`config.mk`:
```
export PLATFORM = sky130hd
export DESIGN_NAME = dac_load_override_serial_control
export DESIGN_NICKNAME = d
export VERILOG_FILES = /design/src/verilog/dac_ovr_pkg.sv /design/src/verilog/pin_sync.sv /design/src/verilog/dac_load_override_serial_control.sv
export VERILOG_INCLUDE_DIRS = /design/src /design/src/verilog
export SDC_FILE = /design/constraint.sdc
export NUM_CORES = 1
export LEC_CHECK = 0
export BUFFER_PORTS_ARGS = -buffer_cell sky130_fd_sc_hd__buf_2
export CORE_UTILIZATION = 41
export DETAILED_ROUTE_END_ITERATION = 10
export PLACE_DENSITY = 0.62
export SLEW_MARGIN = 0
export SYNTH_ARGS = -nofsm -noshare
export SYNTH_HDL_FRONTEND = slang
export SYNTH_SLANG_ARGS = --single-unit
```
`constraint.sdc`:
```
create_clock -name sys_clk -period 2.6 [get_ports sys_clk]
set_input_delay 0.26 -clock sys_clk [delete_from_list [all_inputs] [get_ports sys_clk]]
set_output_delay 0.26 -clock sys_clk [all_outputs]
set_load 0.1 [all_outputs]
```
`src/verilog/dac_ovr_consts.svh`:
```
`ifndef DAC_OVR_CONSTS_SVH
`define DAC_OVR_CONSTS_SVH
`define FRAME_BITS       32
`define CMD_HI           27
`define CMD_LO           24
`define ADDR_HI          23
`define ADDR_LO          20
`define CMD_LOAD_OVR     4'h6
`define CMD_WRITE_IN     4'h0
`define CMD_WRITE_UPD_N  4'h3
`define CMD_WRITE_UPD_A  4'h2
`define DATA_HI          19
`define DATA_LO          4
`define OVR_RESET        4'h0
`define CHANNELS         4
`endif

```
`src/verilog/dac_ovr_pkg.sv`:
```
`default_nettype none
package dac_ovr_pkg;
  typedef logic [3:0]  nibble_t;
  typedef logic [15:0] code_t;
endpackage
`default_nettype wire

```
`src/verilog/pin_sync.sv`:
```
`timescale 1ns/1ps
`default_nettype none
module pin_sync
(
  // Clock and reset
  input  wire logic sys_clk,
  input  wire logic sys_rst,
  input  wire logic rst_val,
  // Pin
  input  wire logic pin_in,
  output logic      pin_out
);
  logic meta_q;
  logic meta_d;
  logic sync_q;
  logic sync_d;

  always_comb
  begin
    meta_d = pin_in;
    sync_d = meta_q;
  end

  // Reset value is a constant at each instance
  always_ff @(posedge sys_clk)
  begin
    if (sys_rst)
    begin
      meta_q <= rst_val;
      sync_q <= rst_val;
    end
    else
    begin
      meta_q <= meta_d;
      sync_q <= sync_d;
    end
  end

  assign pin_out = sync_q;
endmodule // pin_sync
`default_nettype wire

```
`src/verilog/dac_load_override_serial_control.sv`:
```
`timescale 1ns/1ps
`default_nettype none
`include "dac_ovr_consts.svh"
module dac_load_override_serial_control
(
  // Clock and reset
  input  wire logic                 sys_clk,
  input  wire logic                 sys_rst,
  // Serial link pins
  input  wire logic                 frame_sel_n,
  input  wire logic                 serial_clk,
  input  wire logic                 serial_din,
  input  wire logic                 load_strobe_pin_n,
  // Channel outputs
  output logic [63:0]               dac_code,
  output dac_ovr_pkg::nibble_t      channel_load_override,
  output logic                      word_done
);
  logic                 fs_n;
  logic                 sck;
  logic                 din;
  logic                 ld_n;
  logic                 sck_q;
  logic                 sck_d;
  logic [31:0]          shift_q;
  logic [31:0]          shift_d;
  logic [5:0]           cnt_q;
  logic [5:0]           cnt_d;
  dac_ovr_pkg::nibble_t ovr_q;
  dac_ovr_pkg::nibble_t ovr_d;
  dac_ovr_pkg::code_t   in_q  [4];
  dac_ovr_pkg::code_t   in_d  [4];
  dac_ovr_pkg::code_t   dac_q [4];
  dac_ovr_pkg::code_t   dac_d [4];
  logic                 done_q;
  logic                 done_d;
  logic                 fall;
  logic [31:0]          word;
  logic [3:0]           cmd;
  logic [3:0]           addr;

  // Pins come from outside this clock; two flops each
  pin_sync u_fs
  (
    .sys_clk (sys_clk),
    .sys_rst (sys_rst),
    .rst_val (1'b1),
    .pin_in  (frame_sel_n),
    .pin_out (fs_n)
  );
  pin_sync u_sck
  (
    .sys_clk (sys_clk),
    .sys_rst (sys_rst),
    .rst_val (1'b0),
    .pin_in  (serial_clk),
    .pin_out (sck)
  );
  pin_sync u_din
  (
    .sys_clk (sys_clk),
    .sys_rst (sys_rst),
    .rst_val (1'b0),
    .pin_in  (serial_din),
    .pin_out (din)
  );
  pin_sync u_ld
  (
    .sys_clk (sys_clk),
    .sys_rst (sys_rst),
    .rst_val (1'b1),
    .pin_in  (load_strobe_pin_n),
    .pin_out (ld_n)
  );

  assign fall = sck_q && !sck;
  assign word = {shift_q[30:0], din};
  assign cmd  = word[`CMD_HI:`CMD_LO];
  assign addr = word[`ADDR_HI:`ADDR_LO];

  always_comb
  begin
    sck_d   = sck;
    shift_d = shift_q;
    cnt_d   = cnt_q;
    ovr_d   = ovr_q;
    done_d  = 1'b0;
    for (int i = 0; i < `CHANNELS; i++)
    begin
      in_d[i]  = in_q[i];
      dac_d[i] = dac_q[i];
    end
    if (fs_n)
    begin
      cnt_d = 6'h00;
    end
    else if (fall && cnt_q < 6'(`FRAME_BITS))
    begin
      shift_d = word;
      cnt_d   = cnt_q + 6'h01;
      if (cnt_q == 6'(`FRAME_BITS - 1))
      begin
        done_d = 1'b1;
        if (cmd == `CMD_LOAD_OVR)
        begin
          ovr_d = word[3:0];
        end
        else if (cmd == `CMD_WRITE_IN || cmd == `CMD_WRITE_UPD_N
                 || cmd == `CMD_WRITE_UPD_A)
        begin
          for (int i = 0; i < `CHANNELS; i++)
          begin
            if (addr[i] || addr == 4'hf)
            begin
              in_d[i] = word[`DATA_HI:`DATA_LO];
              // Overridden channels behave as if the strobe were tied low
              if (ovr_q[i] || !ld_n)
              begin
                dac_d[i] = word[`DATA_HI:`DATA_LO];
              end
            end
          end
        end
      end
    end
    for (int i = 0; i < `CHANNELS; i++)
    begin
      // Strobe is a level: while low it keeps copying; a completing word wins
      if (!ld_n && !ovr_q[i] && !done_d)
      begin
        dac_d[i] = in_q[i];
      end
    end
  end

  always_ff @(posedge sys_clk)
  begin
    if (sys_rst)
    begin
      sck_q   <= 1'b0;
      shift_q <= 32'h0;
      cnt_q   <= 6'h00;
      ovr_q   <= `OVR_RESET;
      done_q  <= 1'b0;
      for (int i = 0; i < `CHANNELS; i++)
      begin
        in_q[i]  <= 16'h0;
        dac_q[i] <= 16'h0;
      end
    end
    else
    begin
      sck_q   <= sck_d;
      shift_q <= shift_d;
      cnt_q   <= cnt_d;
      ovr_q   <= ovr_d;
      done_q  <= done_d;
      for (int i = 0; i < `CHANNELS; i++)
      begin
        in_q[i]  <= in_d[i];
        dac_q[i] <= dac_d[i];
      end
    end
  end

  assign dac_code              = {dac_q[3], dac_q[2], dac_q[1], dac_q[0]};
  assign channel_load_override = ovr_q;
  assign word_done             = done_q;
endmodule // dac_load_override_serial_control
`default_nettype wire

```
==> results of run 1 <==
routing by layer:
layer  vias to the layer above  part of all wire [%]  wire length (µm)
met3                        16                   4.7               797
li1                       2829                     -                 -
met2                       106                    47              7996
met1                      2667                    47              8134
met4                         0                   1.2               204
met5                         -                     0                 0
critical path, stage by stage (launching register included):
cell and delay, ns:
dfxtp_1 0.37, ha_1 0.21, and4_4 0.33, nor2b_1 0.15
buf_4 0.21, a31o_4 0.31, and2_1 0.16, buf_4 0.25
a211oi_1 0.11
cell families (layout without fill, tap and decap cells):
logic type	after synthesis	in the layout	synth area share, %
and+or+nand+nor	232	232	13.86
xor gates and xnor gates	4	4	0.4773
buffers and inverters	80	142	6.340
AOI/OAI and AO/OA	227	227	21.48
muxes	73	73	9.954
adders and majority gates	1	1	0.1704
DFF	175	175	47.72
synthesized netlist by cell type (5+ instances only):
cell type and instances:
buf_2 15, or2_2 5, nor2b_1 7, a211oi_2 44, a211oi_1 24, nor2_1 14, a21oi_1 155, nand2_1 186
dfxtp_1 175, buf_4 13, clkbuf_1 43, mux2i_1 73, buf_6 5
cell usage in the layout, fill, tap and decap left out, types with 3 or more instances in the layout:
cell type,Yosys,final
clkbuf_1,43,3
xor2_1,3,3
mux2i_1,73,73
a21oi_1,155,155
or2_2,5,5
and2_1,4,4
clkbuf_8,0,4
nand4b_1,4,4
nand2_1,186,186
clkinvlp_4,0,4
clkbuf_16,0,17
nor2_1,14,14
and4b_1,4,4
a31o_4,4,4
a211oi_2,44,41
buf_2,15,73
nor2b_1,7,7
a211oi_1,24,24
buf_4,13,32
a211oi_4,0,3
dfxtp_1,175,175
final cells by class:
class                   count  area [µm²]
repair buffers            110       676.9
clock inverters             8       103.9
well taps                 225       281.5
flip-flops and latches    175        3503
multi-input cells         537        3395
fillers                  1688        8965
clock buffers              24       491.7
per-stage QoR:
step	hold WS (ns)	instances	utilization, %	area (µm²)
after floorplan	0.3638	792	-	7341
after global placement	0.3917	1045	44.99	7836
after detailed placement	0.3956	1045	44.99	7836
after CTS	0.02280	1079	48.53	8452
after global routing	0.04406	1079	48.53	8452
final	0.03620	1079	48.53	8452
sequential cells by signal, summed over array words and instances (netlist names):
signal and flops:
dac_q 64, in_q 64, shift_q 27, cnt_q 6
channel_load_override 4, sck_q 1, u_din.meta_q 1, u_din.pin_out 1
u_fs.meta_q 1, u_fs.pin_out 1, u_ld.meta_q 1, u_ld.pin_out 1
u_sck.meta_q 1, u_sck.pin_out 1, word_done 1
how the worst max path moves through the flow:
stage	slack [ns]	cells past startpoint	endpoint
after floorplan	0.35	9	dac_q[0][10]
after global placement	0.43	8	dac_q[3][0]
after detailed placement	0.38	8	dac_q[3][4]
after CTS	0.38	8	dac_q[3][4]
after global routing	0.18	8	dac_q[3][3]
final	0.36	8	dac_q[3][3]
power by group through the flow:
stage | registers [W] | logic (W) | clock network, W
CTS | 0.00271 | 0.000294 | 0.00262
global placement | 0.00277 | 0.000291 | 0
floorplan | 0.00286 | 0.000146 | 0
detailed placement | 0.00277 | 0.000292 | 0
finish | 0.00271 | 0.000293 | 0.00257
global route | 0.00271 | 0.000310 | 0.00273
==> impl_metrics.tcl, run 1 <==
set metrics [dict create \
    antenna_cells 0 \
    startpoint "cnt_q[0]" \
    grt_use_met2_pct 29.79 \
    crit_fanout 17 \
    ir_drop_mv 0.4847 \
    die_w_um 135.8 \
    via_per_inst 5.207 \
    max_freq_mhz 447.2 \
    antenna_left 0 \
    ys_warn_count 0 \
    syn_inst 792 \
    htreeDepth 4 \
    finalSetupViolations 0 \
    io_pins 75 \
    synth_edf_count 0 \
    overflow 0 \
    place_ws_ns 0.3845 \
    dp_hpwl_um 10700 \
    ys_ff_latch 175 \
    busiest_layer "met2" \
    cts_buffers 17 \
    grt_pass1_vias 5097 \
    cts_max_path_buffers 2 \
    postCtsSetupRepairBufs 0 \
    core_area_um2 17420 \
    status "finished, final reports clean" \
    avgSynthCellArea_um2 9.269 \
    powerDensity_nw_per_um2 659.8 \
    ys_types 28 \
    die_area_um2 18440 \
    rr_endpoint "dac_q[3][3]" \
    power.switching_w 0.001282 \
    rrSetupSlack_ns 0.36 \
    startpoint_type "register" \
    initial_core_util_pct 42.15 \
    die_h_um 135.8 \
    swShare_pct 22.99 \
    dr.first_iter.drc_count 340 \
    nets 848 \
    grt_max_degree 65 \
    dominantRegCellSynth "dfxtp_1" \
    port_buffers 74 \
    place_congestion 0.7406 \
    syn-cell-area_um2 7341 \
    crit_path_end_kind "register" \
    slew_violations 0 \
    worstPathArrival_ns 2.53 \
    met1_usage_pct 26.46 \
    drive_gt1_share_pct 22.72 \
    ctsHoldBuffers 2 \
    syn2layout_area_growth_pct 15.14 \
    period_share_pct 86.01 \
    required_ns 2.90 \
    routedWlPerCell_um 15.88 \
    grt.total_usage_pct 19.32 \
    slew_headroom_pct 56.98 \
    hold_depth 2 \
    wl_um 17130 \
    min_from "serial_clk" \
    skew_ns 0.008879 \
    num_vias 5618 \
    worst_pin_slew_ns 0.6274 \
    hold_class "input port to register" \
    r2r_cells 8 \
    min_to "u_sck.meta_q" \
    cts_resized 0 \
    cts_sinks 175 \
    use_met3_pct 4.564 \
    fin_crit_ns 2.236 \
    syn_nets 799 \
    cts_tree "built" \
    core.rowCount 48 \
    clkPwrFrac_pct 46.1 \
    leakagePower_nw 2.828 \
    cts.root.buffer_cell "clkbuf_16" \
    crit_type "register to register" \
    final.setup.tns_ns 0 \
    worstReg2RegStart "cnt_q[0]" \
    drtPass1Iterations 4 \
    clk_pin_slew_ns 0.06 \
    yosysSeqAreaShare_pct 47.72 \
    seqPwrFrac_pct 48.6 \
    clock_latency_ns 0.43 \
    p_total_w 0.005576 \
    setup_ws_ns 0.3639 \
    drc 0 \
    grt_setup_unrepaired "no" \
    grt_first_pass_wirelength_um 27330 \
    async_reset_ff_share_pct 0 \
    synth_top_area_share_pct 47.72 \
    antenna_found_initial 0 \
    drv_cap 0 \
    synth.largest_area_cell "dfxtp_1" \
    synth_area_leaders "dfxtp_1, a21oi_1, mux2i_1" \
    pwr-share-comb_pct 5.3 \
    internal-power_w 0.004294 \
    finalHoldViolCount 0 \
]
(Power assumes the default switching activity.)
==> run 2: changes to the inputs <==
--- a/config.mk
+++ b/config.mk
@@ -9,7 +9,7 @@
 export BUFFER_PORTS_ARGS = -buffer_cell sky130_fd_sc_hd__buf_2
 export CORE_UTILIZATION = 41
 export DETAILED_ROUTE_END_ITERATION = 10
-export PLACE_DENSITY = 0.62
+export PLACE_DENSITY_LB_ADDON = 0.25
 export SLEW_MARGIN = 0
 export SYNTH_ARGS = -nofsm -noshare
 export SYNTH_HDL_FRONTEND = slang
==> impl_metrics.tcl, run 2 (synthesized netlist as in run 1, its figures left out) <==
set metrics [dict create \
    required_ns 2.89 \
    drv_cap 0 \
    dpl-instance-area_um2 7841 \
    cts_resized 0 \
    worstPathArrival_ns 2.55 \
    drtPass1Iterations 4 \
    hold_class "input port to register" \
    crit_path_end_kind "register" \
    grt_max_degree 71 \
    rr_endpoint "dac_q[3][0]" \
    core.rowCount 48 \
    max_freq_mhz 441.6 \
    grt.total_usage_pct 19.97 \
    cts_sinks 175 \
    r2r_cells 8 \
    pwr-share-comb_pct 5.2 \
    swShare_pct 22.82 \
    dp_hpwl_um 10880 \
    cts.root.buffer_cell "clkbuf_16" \
    grt_pass1_vias 5213 \
    slew_violations 0 \
    rrSetupSlack_ns 0.34 \
    internal-power_w 0.004332 \
    drive_gt1_share_pct 22.44 \
    place_congestion 0.7532 \
    port_buffers 74 \
    finalHoldViolCount 0 \
    final.setup.tns_ns 0 \
    antenna_left 0 \
    clk_pin_slew_ns 0.06 \
    min_from "serial_din" \
    die_area_um2 18440 \
    startpoint_type "register" \
    reg_top3 "dac_q x64, in_q x64, shift_q x27" \
    power.switching_w 0.001281 \
    slew_headroom_pct 57.00 \
    htreeDepth 4 \
    period_share_pct 87.10 \
    grt_first_pass_wirelength_um 28290 \
    io_pins 75 \
    cts_max_path_buffers 2 \
    worstReg2RegStart "cnt_q[0]" \
    hold_depth 2 \
    antenna_found_initial 0 \
    fin_crit_ns 2.265 \
    skew_ns 0.01043 \
    core_area_um2 17420 \
    die_w_um 135.8 \
    startpoint "cnt_q[0]" \
    finalSetupViolations 0 \
    initial_core_util_pct 42.15 \
    min_to "u_din.meta_q" \
    clock_latency_ns 0.44 \
    leakagePower_nw 2.827 \
    final_common_cell "nand2_1" \
    cts_tree "built" \
    design_area_um2 8461 \
    dr.first_iter.drc_count 307 \
    layout_common_cells "nand2_1, dfxtp_1, a21oi_1" \
    drc 0 \
    routedWlPerCell_um 16.51 \
    antenna_cells 0 \
    worst_pin_slew_ns 0.6451 \
    via_per_inst 5.230 \
    seqPwrFrac_pct 48.4 \
    crit_type "register to register" \
    crit_fanout 17 \
    overflow 0 \
    die_h_um 135.8 \
    cts_buffers 17 \
    status "finished, final reports clean" \
    powerDensity_nw_per_um2 663.5 \
    ir_drop_mv 0.4522 \
    nets 846 \
    wl_um 17770 \
    grt_setup_unrepaired "no" \
    syn2layout_area_growth_pct 15.25 \
    num_vias 5628 \
    clkPwrFrac_pct 46.4 \
]
run 2: power groups by stage:
stage | clock network [W] | registers (W) | logic (W)
2_1_floorplan | 0 | 0.00286 | 0.000146
3_3_place_gp | 0 | 0.00277 | 0.000290
3_5_place_dp | 0 | 0.00277 | 0.000291
4_1_cts | 0.00266 | 0.00271 | 0.000293
5_1_grt | 0.00278 | 0.00271 | 0.000308
6_report | 0.00261 | 0.00271 | 0.000292
run 2: per-stage QoR:
| step | hold WS (ns) | setup WS [ns] | total power (W) | instances | utilization, % |
|---|---|---|---|---|---|
| finish | 0.03812 | 0.3353 | 0.005614 | 1076 | 48.58 |
| global route | 0.03184 | 0.1799 | 0.005799 | 1076 | 48.58 |
| CTS | 0.01683 | 0.3283 | 0.005665 | 1076 | 48.58 |
| detailed placement | 0.3972 | 0.3352 | 0.003065 | 1043 | 45.02 |
| global placement | 0.3946 | 0.3624 | 0.003065 | 1043 | 45.02 |
| floorplan | 0.3638 | 0.3506 | 0.003009 | 792 | - |
run 2: worst max path at each step:
stage                     slack [ns]  cells past startpoint            to
after floorplan                 0.35                      9  dac_q[0][10]
after global placement          0.36                      8   dac_q[3][0]
after detailed placement        0.34                      8   dac_q[3][4]
after CTS                       0.33                      8   dac_q[3][0]
after global routing            0.18                      8   dac_q[3][0]
final                           0.34                      8   dac_q[3][0]
run 2: layout make-up:
cell class	instances	area (µm²)
clock inverter	9	135.1
clock buffer	22	464.2
multi-input combinational	537	3402
tap	225	281.5
sequential	175	3503
timing repair buffer	108	674.4
fill	1659	8956
run 2: what timing repair did:
item,4_1_cts,5_1_grt
endpoints found under the hold margin,2,0
setup endpoints to repair,0,0
buffers inserted,0,0
hold buffers,2,0
run 2: worst max-delay path: stages, from the launching register on:
cell      delay, ns
dfxtp_1        0.37
ha_1           0.21
and4_4         0.35
nor2b_1        0.15
buf_4          0.20
a31o_4         0.31
and2_1         0.16
buf_4          0.25
a211oi_1       0.11
run 2: per-layer routing:
layer / global-route usage (%) / routed length (µm) / up-vias
met5: 0 / 0 / -
met4: 6.117 / 182 / 0
met3: 4.377 / 441 / 18
met2: 30.64 / 8215 / 88
met1: 27.76 / 8926 / 2694
li1: - / - / 2828
==> run 3: changes to the inputs <==
--- a/config.mk
+++ b/config.mk
@@ -13,4 +13,5 @@
 export SLEW_MARGIN = 0
 export SYNTH_ARGS = -nofsm -noshare
 export SYNTH_HDL_FRONTEND = slang
+export SYNTH_HIERARCHICAL = 1
 export SYNTH_SLANG_ARGS = --single-unit
==> constraint.sdc (replaced) <==
create_clock -name sys_clk -period 2.6 [get_ports sys_clk]
set_input_delay 0.26 -clock sys_clk [delete_from_list [all_inputs] [get_ports sys_clk]]
set_output_delay 0.26 -clock sys_clk [all_outputs]
set_load 0.005 [all_outputs]
==> impl_metrics.tcl, run 3 <==
set metrics [dict create \
    routedWlPerCell_um 18.15 \
    place_congestion 0.7609 \
    worstPathArrival_ns 2.64 \
    port_buffers 74 \
    crit_fanout 40 \
    startpoint "cnt_q[5]" \
    postCtsSetupRepairBufs 0 \
    core.rowCount 48 \
    num_vias 6194 \
    avgSynthCellArea_um2 9.149 \
    r2r_cells 5 \
    cts_sinks 175 \
    wl_um 19660 \
    grt_pass1_vias 5634 \
    rrSetupSlack_ns 0.28 \
    core_area_um2 17480 \
    die_area_um2 18620 \
    grt.total_usage_pct 21.73 \
    crit_chain "or4b_1 -> or4_2 -> buf_4 -> o21ai_0 -> a21oi_1" \
    synth_common_cells "dfxtp_1, a21oi_1, mux2i_1, a31oi_1" \
    ys_warn_count 6 \
    synth_edf_count 0 \
    internal-power_w 0.004390 \
    period_share_pct 89.32 \
    cts_buffers 17 \
    synth_area_leaders "dfxtp_1, mux2i_1, a211oi_1" \
    slowest_stage "or4_2" \
    cts_max_path_buffers 2 \
    worstReg2RegStart "cnt_q[5]" \
    fin_crit_ns 2.322 \
    swShare_pct 24.68 \
    syn_inst 810 \
    dr.first_iter.drc_count 701 \
    via_per_inst 5.719 \
    ctsHoldBuffers 0 \
    final_util_pct 48.40 \
    hold_class "input port to register" \
    ys_ff_latch 175 \
    antenna_left 0 \
    leakagePower_nw 3.083 \
    syn2layout_area_growth_pct 14.15 \
    pwr-share-comb_pct 7.6 \
    power.switching_w 0.001439 \
    syn-cell-area_um2 7411 \
    initial_core_util_pct 42.40 \
    clock_latency_ns 0.44 \
    layout_common_cells "dfxtp_1, a21oi_1, buf_2" \
    min_to "u_fs/meta_q" \
    drv_cap 0 \
    powerDensity_nw_per_um2 689.0 \
    worst_pin_slew_ns 0.7031 \
    slew_violations 0 \
    cts_resized 0 \
    die_h_um 136.4 \
    required_ns 2.92 \
    yosysSeqAreaShare_pct 47.27 \
    reg_top3 "dac_q x64, in_q x64, shift_q x27" \
    hold_depth 2 \
    cpPeakStageDelay_ns 0.69 \
    antenna_found_initial 0 \
    antenna_cells 0 \
    cts.root.buffer_cell "clkbuf_16" \
    slew_headroom_pct 53.02 \
    rr_endpoint "in_q[1][15]" \
    overflow 0 \
    ys_types 37 \
    dominantRegCellSynth "dfxtp_1" \
    htreeDepth 4 \
    grt_setup_unrepaired "no" \
    startpoint_type "register" \
    min_from "frame_sel_n" \
    clk_pin_slew_ns 0.07 \
    final_common_cell "dfxtp_1" \
    synth_most_common_cell "dfxtp_1" \
    drtPass1Iterations 5 \
    async_reset_ff_share_pct 0 \
    crit_type "register to register" \
    finalHoldViolCount 0 \
    drc 0 \
    nets 852 \
    max_freq_mhz 430.6 \
    skew_ns 0.01274 \
    final.setup.tns_ns 0 \
    die_w_um 136.4 \
    grt_first_pass_wirelength_um 30980 \
    synth_top_area_share_pct 47.27 \
    dp_hpwl_um 11900 \
    drive_gt1_share_pct 18.65 \
    ir_drop_mv 0.4514 \
    status "finished, final reports clean" \
    grt_max_degree 55 \
    clkPwrFrac_pct 44.1 \
    seqPwrFrac_pct 48.3 \
    finalSetupViolations 0 \
    cts_tree "built" \
    io_pins 75 \
    synth.largest_area_cell "dfxtp_1" \
    crit_path_end_kind "register" \
]
run 3: worst max path at each step:
stage,slack (ns),endpoint,cells past startpoint
CTS,0.29,in_q[0][13],5
floorplan,0.48,in_q[0][10],7
detailed placement,0.29,in_q[1][15],5
global placement,0.30,in_q[0][15],5
finish,0.28,in_q[1][15],5
global route,0.06,dac_q[0][3],5
run 3: cells by family after synthesis:
kind of cell | after synthesis | share of synthesized area (%)
compound gates | 296 | 23.86
xor+xnor | 4 | 0.4728
fa+ha+maj | 1 | 0.1688
buf+inv | 102 | 7.327
flops | 175 | 47.27
mux | 77 | 10.54
other cells | 2 | 0.1013
simple gates | 153 | 10.27
run 3: layout make-up:
class / count / area [µm²]
Clock inverter: 15 / 162.7
Multi-Input combinational cell: 539 / 3418
Fill cell: 1728 / 9017
Clock buffer: 17 / 425.4
Sequential cell: 175 / 3503
Timing Repair Buffer: 108 / 653.1
Tap cell: 225 / 281.5
Inverter: 4 / 15.01
run 3: worst max-delay path: cells and delay by family (launching register included):
| family | cells | cell delay, ns |
|---|---|---|
| AOI/OAI and AO/OA | 2 | 0.30 |
| buffers and inverters | 1 | 0.30 |
| DFF | 1 | 0.35 |
| and+or+nand+nor | 2 | 1.24 |
run 3: power by group through the flow:
stage	combinational (W)	sequential [W]	clock [W]
after CTS	0.000447	0.00282	0.00260
final	0.000445	0.00281	0.00257
after global routing	0.000495	0.00282	0.00272
after detailed placement	0.000445	0.00288	0
after global placement	0.000442	0.00288	0
after floorplan	0.000300	0.00288	0
run 3: routing by layer:
metal | wire length (µm) | GRT usage [%] | vias up
li1 | - | - | 3036
met1 | 9525 | 31.05 | 2974
met2 | 8739 | 32.21 | 159
met3 | 913 | 3.952 | 25
met4 | 481 | 8.210 | 0
met5 | 0 | 0 | -
run 3: stage by stage:
stage          cells  power [W]  setup slack [ns]  instance area (µm²)  hold slack, ns
2_1_floorplan    816   0.003177            0.4788                 7433          0.4044
3_3_place_gp    1051   0.003319            0.3036                 7871          0.4396
3_5_place_dp    1051   0.003321            0.2925                 7871          0.4432
4_1_cts         1083   0.005866            0.2939                 8459         0.03871
5_1_grt         1083   0.006042           0.06446                 8459         0.04839
6_report        1083   0.005828            0.2778                 8459         0.05370
